$ cat config.mk
export PLATFORM = sky130hd
export DESIGN_NAME = ded_top
export DESIGN_NICKNAME = d
export VERILOG_FILES = /design/src/pkg/ded_pkg.sv /design/src/pkg/ded_tick_if.sv /design/src/design/ded_top.sv /design/src/design/ded_ticker.sv
export VERILOG_INCLUDE_DIRS = /design/src /design/src/pkg
export SDC_FILE = /design/constraint.sdc
export NUM_CORES = 1
export LEC_CHECK = 0
export BUFFER_PORTS_ARGS = -buffer_cell sky130_fd_sc_hd__buf_2
export CORE_MARGIN = 10
export CORE_UTILIZATION = 50
export CTS_BUF_LIST = sky130_fd_sc_hd__clkbuf_4 sky130_fd_sc_hd__clkbuf_8 sky130_fd_sc_hd__clkbuf_16
export CTS_CLUSTER_SIZE = 12
export DETAILED_ROUTE_END_ITERATION = 8
export GPL_ROUTABILITY_DRIVEN = 0
export GPL_TIMING_DRIVEN = 1
export MAX_ROUTING_LAYER = met4
export PLACE_DENSITY_LB_ADDON = 0.15
export SETUP_SLACK_MARGIN = 0.2
export SLEW_MARGIN = 20
export SYNTH_ARGS = -nofsm -noshare
export SYNTH_HDL_FRONTEND = slang
export SYNTH_SLANG_ARGS = --single-unit
$ cat constraint.sdc
create_clock -name CLOCK -period 1.6 [get_ports CLOCK]
set_input_delay 0.08 -clock CLOCK [delete_from_list [all_inputs] [get_ports CLOCK]]
set_output_delay 0.08 -clock CLOCK [all_outputs]
set_load 0.05 [all_outputs]
$ cat src/pkg/ded_cfg.svh
// Timing, encoding and field constants for the diagnostic event block
`ifndef DED_CFG_SVH
`define DED_CFG_SVH

// ==========================================================
// Timing
`define DED_CLK_PERIOD_NS 10
`define DED_TICK_PERIOD_NS 1000
`define DED_TICK_CYCLES (`DED_TICK_PERIOD_NS / `DED_CLK_PERIOD_NS)

// ==========================================================
// Reset values
`define DED_TICKER_RST 32'h0000_0000
`define DED_STAMP_RST 16'h0000
`define DED_DATA_RST 7'h00

// ==========================================================
// Diagnostic interrupt control byte encodings
`define DED_DIAG_ENABLE 8'h00
`define DED_DIAG_DISABLE 8'h40

// ==========================================================
// Diagnostic data field positions and timestamp MSB
`define DED_F_PARAM 0
`define DED_F_OVF 1
`define DED_F_UNF 2
`define DED_F_LOST 3
`define DED_F_PWR 4
`define DED_F_CHAN 5
`define DED_STAMP_MSB 15

`endif

$ cat src/pkg/ded_pkg.sv
// Types shared by the diagnostic event block
package ded_pkg;

   // Gray-coded event window states
   typedef enum logic [1:0] {
      DED_IDLE   = 2'b00,
      DED_ACTIVE = 2'b01
   } ded_state_e;

   typedef logic [31:0] ded_ticker_t;
   typedef logic [15:0] ded_stamp_t;

endpackage

$ cat src/pkg/ded_tick_if.sv
// Carrier for the microsecond ticker between ticker and event logic
`timescale 1ns/1ps
interface ded_tick_if;
   import ded_pkg::*;
   ded_ticker_t count;
   logic        tick;
   modport src (output count, output tick);
   modport snk (input count, input tick);
endinterface

$ cat src/design/ded_top.sv
// Diagnostic event reporting with microsecond timestamp and fault lamp
// Function
// - A 32-bit microsecond ticker starts at zero and wraps after all ones.
// - The timestamp output holds the ticker's low 16 bits at each event.
// - When enabled, each incoming interrupt comes with diagnostic data.
// - The going interrupt is raised by itself once the fault has cleared.
// - Channel events inside the incoming-to-going window are discarded.
// - The fault lamp is lit from each incoming to the going that follows it.
// - Data flags parameter, overflow, underflow, lost and power faults.
// - Control byte 00h enables and 40h disables incoming diagnostic interrupts.
`timescale 1ns/1ps
`include "ded_cfg.svh"
module ded_top
   import ded_pkg::*;
#(
   parameter int CHANNELS = 2,
   parameter int PRESCALE = `DED_TICK_CYCLES
) (
   input  wire logic                CLOCK,
   input  wire logic                ARST_N,
   input  wire logic [7:0]          DIAG_CTRL,
   input  wire logic                PARAM_ERR,
   input  wire logic [CHANNELS-1:0] RANGE_OVF,
   input  wire logic [CHANNELS-1:0] RANGE_UNF,
   input  wire logic                IRQ_LOST,
   input  wire logic                PWR_FAIL,
   output logic                     DIAG_IRQ_IN,
   output logic                     DIAG_IRQ_OUT,
   output logic [15:0]              EVENT_TIMESTAMP_LOW,
   output logic [4+CHANNELS:0]      DIAG_DATA,
   output logic                     FAULT_INDICATOR_LAMP
);

   localparam int NIN = 3 * CHANNELS + 3;

   ded_tick_if tk ();
   ded_state_e state;

   logic [NIN-1:0]        raw;
   logic [NIN-1:0]        sync1;
   logic [NIN-1:0]        sync2;
   logic [7:0]            ctrl1;
   logic [7:0]            ctrl2;
   logic [CHANNELS-1:0]   ovf;
   logic [CHANNELS-1:0]   unf;
   logic [CHANNELS-1:0]   ch_fault;
   logic [4+CHANNELS:0]   next_data;
   logic                  diag_en;
   logic                  any_fault;
   logic                  raise_in;
   logic                  raise_out;

   // ==========================================================
   // Microsecond time base
   ded_ticker #(
      .PRESCALE (PRESCALE)
   ) u_ticker (
      .clk    (CLOCK),
      .arst_n (ARST_N),
      .tk     (tk)
   );

   // ==========================================================
   // Pin synchronisers; first stage only feeds the second stage
   assign raw = {PWR_FAIL, IRQ_LOST, PARAM_ERR, RANGE_UNF, RANGE_OVF};

   always_ff @(posedge CLOCK or negedge ARST_N) begin
      if (!ARST_N) begin
         sync1 <= '0;
         sync2 <= '0;
      end else begin
         sync1 <= raw;
         sync2 <= sync1;
      end
   end

   // Control byte is static but still arrives from outside the domain
   always_ff @(posedge CLOCK or negedge ARST_N) begin
      if (!ARST_N) begin
         ctrl1 <= `DED_DIAG_DISABLE;
         ctrl2 <= `DED_DIAG_DISABLE;
      end else begin
         ctrl1 <= DIAG_CTRL;
         ctrl2 <= ctrl1;
      end
   end

   // Only the enable code opens the gate; any other byte keeps it shut
   assign diag_en = (ctrl2 == `DED_DIAG_ENABLE);

   assign ovf = sync2[CHANNELS-1:0];
   assign unf = sync2[2*CHANNELS-1:CHANNELS];

   // ==========================================================
   // Per-channel fault summary
   genvar g;
   generate
      for (g = 0; g < CHANNELS; g++) begin : g_chan
         assign ch_fault[g] = ovf[g] | unf[g];
      end
   endgenerate

   // Diagnostic data image as it would be latched right now
   always_comb begin
      next_data                 = '0;
      next_data[`DED_F_PARAM]   = sync2[2*CHANNELS];
      next_data[`DED_F_OVF]     = |ovf;
      next_data[`DED_F_UNF]     = |unf;
      next_data[`DED_F_LOST]    = sync2[2*CHANNELS+1];
      next_data[`DED_F_PWR]     = sync2[2*CHANNELS+2];
      next_data[4+CHANNELS:`DED_F_CHAN] = ch_fault;
   end

   assign any_fault = |sync2;
   assign raise_in  = (state == DED_IDLE) && diag_en && any_fault;
   assign raise_out = (state == DED_ACTIVE) && !any_fault;

   // ==========================================================
   // Event window: one incoming opens it, the clearing closes it.
   // Changes inside the window are ignored, so the data stays frozen.
   always_ff @(posedge CLOCK or negedge ARST_N) begin
      if (!ARST_N) begin
         state <= DED_IDLE;
      end else begin
         case (state)
            DED_IDLE: begin
               if (raise_in) begin
                  state <= DED_ACTIVE;
               end
            end
            DED_ACTIVE: begin
               if (raise_out) begin
                  state <= DED_IDLE;
               end
            end
            default: begin
               state <= DED_IDLE;
            end
         endcase
      end
   end

   // Interrupt pulses, one cycle each
   always_ff @(posedge CLOCK or negedge ARST_N) begin
      if (!ARST_N) begin
         DIAG_IRQ_IN  <= 1'b0;
         DIAG_IRQ_OUT <= 1'b0;
      end else begin
         DIAG_IRQ_IN  <= raise_in;
         DIAG_IRQ_OUT <= raise_out;
      end
   end

   // Timestamp taken at both incoming and going events
   always_ff @(posedge CLOCK or negedge ARST_N) begin
      if (!ARST_N) begin
         EVENT_TIMESTAMP_LOW <= `DED_STAMP_RST;
      end else if (raise_in || raise_out) begin
         EVENT_TIMESTAMP_LOW <= tk.count[`DED_STAMP_MSB:0];
      end
   end

   // Data latched only on incoming; later channel events are dropped
   always_ff @(posedge CLOCK or negedge ARST_N) begin
      if (!ARST_N) begin
         DIAG_DATA <= (5 + CHANNELS)'(`DED_DATA_RST);
      end else if (raise_in) begin
         DIAG_DATA <= next_data;
      end
   end

   // Lamp follows the window, registered with the state change
   always_ff @(posedge CLOCK or negedge ARST_N) begin
      if (!ARST_N) begin
         FAULT_INDICATOR_LAMP <= 1'b0;
      end else if (raise_in) begin
         FAULT_INDICATOR_LAMP <= 1'b1;
      end else if (raise_out) begin
         FAULT_INDICATOR_LAMP <= 1'b0;
      end
   end
endmodule // ded_top

$ cat src/design/ded_ticker.sv
// Microsecond prescaler and free-running 32-bit ticker
`timescale 1ns/1ps
`include "ded_cfg.svh"
module ded_ticker
   import ded_pkg::*;
#(
   parameter int PRESCALE = `DED_TICK_CYCLES
) (
   input wire logic clk,
   input wire logic arst_n,
   ded_tick_if.src  tk
);

   localparam logic [7:0] PRE_LAST = 8'(PRESCALE - 1);

   logic [7:0] pre;

   // ==========================================================
   // Prescaler: fixed divider, never paused by event activity
   always_ff @(posedge clk or negedge arst_n) begin
      if (!arst_n) begin
         pre     <= 8'h00;
         tk.tick <= 1'b0;
      end else if (pre == PRE_LAST) begin
         pre     <= 8'h00;
         tk.tick <= 1'b1;
      end else begin
         pre     <= pre + 8'h01;
         tk.tick <= 1'b0;
      end
   end

   // ==========================================================
   // Ticker wraps naturally from all ones back to zero
   always_ff @(posedge clk or negedge arst_n) begin
      if (!arst_n) begin
         tk.count <= `DED_TICKER_RST;
      end else if (tk.tick) begin
         tk.count <= tk.count + 32'h0000_0001;
      end
   end
endmodule // ded_ticker

==> flow_summary.toml, run 1 <==
[clocking]
clockBufferDepth = 2
cts.sinks = 82
cts_buffers = 9
cts_tree = "built"
clk_pin_slew_ns = 0.08
clock_latency_ns = 0.35
htreeDepth = 3
root_buffer = "clkbuf_8"

[synthesis]
synth-main-ff-cell = "dfrtp_1"
synth_nets = 211
async_reset_ff_share_pct = 100
yosys_warnings = 0
syn-mean-instance-area_um2 = 15.2
ys_ff_latch = 82
synthCells = 192
synth_edf_count = 0
ys_types = 29
synthesis.area_um2 = 2910
yosysSeqAreaShare_pct = 70.5

[timing]
setup_slack_ns = -0.0835
min_period_ns = 1.68
slew_headroom_pct = 72.3
fin_crit_sh_pct = 105
rsz0062_at_grt = "true"
worst_pin_slew_ns = 0.415
clock.fmax_ghz = 0.594
slew_violations = 0
hold_violations = 0
setup_viol = 17
skew_ns = 0.00942

[floorplanning]
die_height_um = 96.3
design.core.area_um2 = 5570
num_rows = 27
die_w_um = 96.3
initial_core_util_pct = 52.3
dieArea_um2 = 9280
pin_count = 43

[worst_setup_path]
crit_path_end_kind = "register"
required_ns = 1.83
cp-start-kind = "register"
worstPathMaxFanout = 16
crit_path_max_incr_delay_ns = 0.39
path_class = "register to register"
path_cells = "nor4_2 -> nand3_1 -> o21ai_4 -> buf_12 -> mux2_2"
critical_path_arrival_ns = 1.92
critPathSlowestCell = "dfrtp_1"

[grt]
grt_pass1_wl_mm = 9.21
grt_max_degree = 37
track_usage_pct = 13.4
grt-ovfl-total = 0
grt_pass1_vias = 1835
antenna_found_initial = 0

[run]
max_cap_violations = 0

[layout]
seq_area_um2 = 2060
layout_commonest_cell = "dfrtp_1"
layout.cells.non_filler = 366
area_delta_synth_final_pct = 35.2
mostFrequentLayoutCells = "dfrtp_1, buf_2, buf_4, dlygate4sd3_1, mux2_4"
antennaDiodeCount = 0
fin_nets = 308
fill_cells = 382
layout-drive-gt1-share_pct = 45.2
multiInputGateArea_um2 = 921

[route]
antenna_left = 0
drt_wl_total_mm = 5.50
num_vias = 1768
wl_per_cell_um = 15.0
vias_per_cell = 4.83
first_iter_violations = 58
drcViolationCount = 0
first_pass_iters = 4

[outcome]
violations = "negative setup slack"
status = "finished with violations"

[power_and_ir_drop]
cellLeakagePower_nw = 1.94
power_density_nw_per_um2 = 1020
ir_worst_vdd_v = 0.000696
p_total_mw = 4.01

[placement]
dp_cells = 322
place_hpwl_mm = 3.62
io_buffers = 42

[worst_hold_path]
hold_class = "input port to async pin"
cell usage after synthesis (all sizes together), types with 2 or more instances:
| cell | number | area share [%] |
|---|---|---|
| buf | 2 | 0.77 |
| nand4 | 5 | 1.1 |
| nor3 | 3 | 0.52 |
| nand2 | 8 | 1.0 |
| dfstp | 2 | 1.8 |
| mux2 | 20 | 9.0 |
| o21ai | 8 | 1.8 |
| nor4 | 4 | 1.6 |
| o31ai | 2 | 0.52 |
| dfrtp | 80 | 69 |
| inv | 3 | 0.39 |
| and2 | 2 | 0.43 |
| and3 | 2 | 0.43 |
| nor2b | 2 | 0.43 |
| nor2 | 13 | 1.9 |
| xnor2 | 14 | 4.2 |
| xor2 | 6 | 1.8 |
| ha | 2 | 0.86 |
| nand3 | 9 | 1.5 |
critical path, delay by kind of cell (launching register included):
family	cells	cell delay, ns
flops	1	0.39
mux	1	0.34
buf+inv	1	0.19
simple gates	2	0.53
compound gates	1	0.11
where the power goes:
part	leakage, nW	switching, mW	internal, mW	total (mW)
Combinational	0.791	0.152	0.0931	0.245
Clock	0.105	0.724	0.875	1.60
Sequential	1.05	0.0273	2.13	2.16
final cells by class:
| class | instances | share of cell area (%) |
|---|---|---|
| Timing Repair Buffer | 89 | 16.2 |
| Inverter | 3 | 0.286 |
| Clock buffer | 9 | 3.15 |
| Multi-Input combinational cell | 104 | 23.4 |
| Sequential cell | 82 | 52.3 |
| Tap cell | 72 | 2.29 |
| Clock inverter | 7 | 2.38 |
worst paths after layout:
| kind | startpoint | endpoint | slack (ns) | cells after the start |
|---|---|---|---|---|
| min reg2reg | sync1[1] | sync2[1] | 0.35 | 0 |
| max | sync2[0] | EVENT_TIMESTAMP_LOW[4] | -0.08 | 5 |
| min | ARST_N | ctrl1[1] | 0.22 | 2 |
| max reg2reg | sync2[0] | EVENT_TIMESTAMP_LOW[4] | -0.08 | 5 |
| min in group CLOCK | sync1[1] | sync2[1] | 0.35 | 0 |
| max in group asynchronous | ARST_N | u_ticker.tk.count[1] | 0.82 | 3 |
per-layer routing:
metal,GRT usage (%),share of wire [%]
met1,17.2,44
met2,19.3,48
met3,3.50,6.7
met4,6.90,0.87
met5,-,0
per-stage QoR:
step | TNS (ns) | cell area [um2] | hold slack (ns) | worst slack (ns) | util, %
after detailed placement | -0.337 | 3380 | 0.0483 | -0.0472 | 60.6
after CTS | -0.328 | 3790 | 0.211 | -0.0486 | 67.9
after global placement | -0.299 | 3380 | 0.0454 | -0.0377 | 60.6
final | -0.826 | 3940 | 0.221 | -0.0835 | 70.6
after floorplan | -0.621 | 2940 | -0.216 | -0.0567 | -
after global routing | -2.98 | 3940 | 0.257 | -0.206 | 70.6
kinds of logic (layout without fill, tap and decap cells):
| logic type | Yosys count | in the layout | synth area share (%) |
|---|---|---|---|
| adders and majority gates | 2 | 2 | 0.859 |
| buffers and inverters | 6 | 108 | 1.29 |
| DFF | 82 | 82 | 70.5 |
| AOI/OAI and AO/OA | 13 | 13 | 3.01 |
| muxes | 20 | 20 | 9.02 |
| xor gates and xnor gates | 20 | 20 | 6.01 |
| and+or+nand+nor | 49 | 49 | 9.28 |
registers in the layout, indices dropped and copies added (netlist names), 7 cells and up:
name and count:
DIAG_DATA 7, u_ticker.tk.count 16, EVENT_TIMESTAMP_LOW 16, ctrl1 8
ctrl2 8, u_ticker.pre 8, sync1 7, sync2 7
repair_timing:
action | 4_1_cts | 5_1_grt
pin swaps | 8 | 6
setup endpoints to repair | 33 | 38
hold buffers | 16 | 0
gates resized for setup | 8 | 17
buffers inserted | 1 | 11
hold endpoints to repair | 47 | 0
Note: power is estimated with default switching activity, not from simulation.
==> inputs of run 2 (changes only) <==
PLACE_DENSITY = 0.74   (was default)
PLACE_DENSITY_LB_ADDON = default   (was 0.15)
==> run 2 against run 1 <==
The run still ends with negative setup slack left. Core utilization increased by 0.97 points. Final area increased by 1.4%. Hold slack improved by 0.077 ns. Sequential share of layout area decreased by 0.83 points.
==> flow_summary.toml, run 2 (same netlist as run 1, synthesis figures left out) <==
[layout]
utilization_pct = 71.6
area_delta_synth_final_pct = 37.0
layout.cells.non_filler = 366
layout_commonest_cell = "dfrtp_1"
mostFrequentLayoutCells = "dfrtp_1, buf_2, buf_4, mux2_4, dlygate4sd3_1"
stdcell_area_um2 = 3990
fin_nets = 308
largest_registers = "EVENT_TIMESTAMP_LOW: 16 flops, u_ticker.tk.count: 16 flops"
antennaDiodeCount = 0
layout-drive-gt1-share_pct = 45.9

[clocking]
clockBufferDepth = 2
clock_latency_ns = 0.35
clk_pin_slew_ns = 0.09
htreeDepth = 3
root_buffer = "clkbuf_8"
cts.sinks = 82
cts_tree = "built"
cts_buffers = 9

[floorplanning]
design.core.area_um2 = 5570
die_w_um = 96.3
pin_count = 43
dieArea_um2 = 9280
num_rows = 27
die_height_um = 96.3
initial_core_util_pct = 52.3

[timing]
skew_ns = 0.00684
slew_violations = 0
clock.fmax_ghz = 0.601
fin_hold_ws_ns = 0.297
min_period_ns = 1.67
hold_violations = 0
setup_viol = 17
rsz0062_at_grt = "true"
fin_crit_sh_pct = 104
slew_headroom_pct = 73.0
setup_slack_ns = -0.0651
worst_pin_slew_ns = 0.405

[grt]
grt_max_degree = 83
antenna_found_initial = 0
grt_pass1_wl_mm = 9.04
grt-ovfl-total = 0
grt_pass1_vias = 1904
track_usage_pct = 13.3

[run]
max_cap_violations = 0

[route]
antenna_left = 0
num_vias = 1788
vias_per_cell = 4.89
first_pass_iters = 4
wl_per_cell_um = 15.4
drcViolationCount = 0
first_iter_violations = 72
drt_wl_total_mm = 5.65

[power_and_ir_drop]
ir_worst_vdd_v = 0.000822
cellLeakagePower_nw = 1.96
power_density_nw_per_um2 = 993

[worst_setup_path]
crit_end = "EVENT_TIMESTAMP_LOW[10]"
r2r_setup_slack_ns = -0.07
r2r-start = "sync2[0]"
worstPathMaxFanout = 13
setup.worst_path.start = "sync2[0]"
critical_path_arrival_ns = 1.90
cp-start-kind = "register"
r2r-end = "EVENT_TIMESTAMP_LOW[10]"
reg2reg_depth = 5
path_class = "register to register"
required_ns = 1.83
crit_path_end_kind = "register"

[placement]
io_buffers = 42
dp_cells = 321
place_hpwl_mm = 3.40
placed_area_um2 = 3370

[worst_hold_path]
hold_class = "input port to async pin"

[outcome]
status = "finished with violations"
violations = "negative setup slack"
==> run 2: final cells by class <==
class	instances	area, um2
sequential	82	2050
fill	375	1580
clock inverter	6	71.3
tap	72	90.1
clock buffer	10	138
multi-input combinational	104	966
inverter	3	11.3
timing repair buffer	89	661
==> run 2: how the worst min path moves through the flow <==
stage                               to  startpoint  slack [ns]
3_5_place_dp   EVENT_TIMESTAMP_LOW[14]      ARST_N        0.13
4_1_cts        EVENT_TIMESTAMP_LOW[14]      ARST_N        0.29
5_1_grt        EVENT_TIMESTAMP_LOW[14]      ARST_N        0.32
2_1_floorplan             DIAG_DATA[0]      ARST_N       -0.22
3_3_place_gp   EVENT_TIMESTAMP_LOW[13]      ARST_N        0.14
6_report       EVENT_TIMESTAMP_LOW[13]      ARST_N        0.30
==> run 2: worst max-delay path, stage by stage (launching register included) <==
cell and delay (ns):
dfrtp_1 0.40, nor4_2 0.32, nand3_1 0.21, o21ai_4 0.13, buf_12 0.18, mux2_4 0.31
==> run 2: layer usage <==
layer | vias up | global-route usage, % | part of all wire, %
met5 | - | - | 0
met1 | 883 | 14.1 | 42
li1 | 852 | - | -
met3 | 14 | 3.97 | 5.1
met2 | 39 | 21.9 | 51
met4 | 0 | 7.63 | 2.2
==> run 2: metrics by stage <==
| step | setup WS, ns | TNS (ns) | power, mW |
|---|---|---|---|
| finish | -0.0651 | -0.852 | 3.96 |
| detailed placement | -0.0571 | -0.413 | 2.41 |
| floorplan | -0.0567 | -0.621 | 2.30 |
| global route | -0.127 | -2.01 | 4.13 |
| CTS | -0.0643 | -0.557 | 3.98 |
| global placement | -0.0191 | -0.103 | 2.40 |
==> run 2: repair_timing <==
item / in CTS / in global routing
pin swaps: 3 / 7
setup buffers: 3 / 10
endpoints found under the hold margin: 95 / 0
resized for setup: 5 / 35
setup endpoints to repair: 30 / 38
hold buffers: 16 / 0
==> run 2: power by group <==
group          internal [mW]  total, mW  switching, mW
Clock                  0.777       1.54          0.767
Sequential              2.13       2.17         0.0342
Combinational         0.0957      0.251          0.155
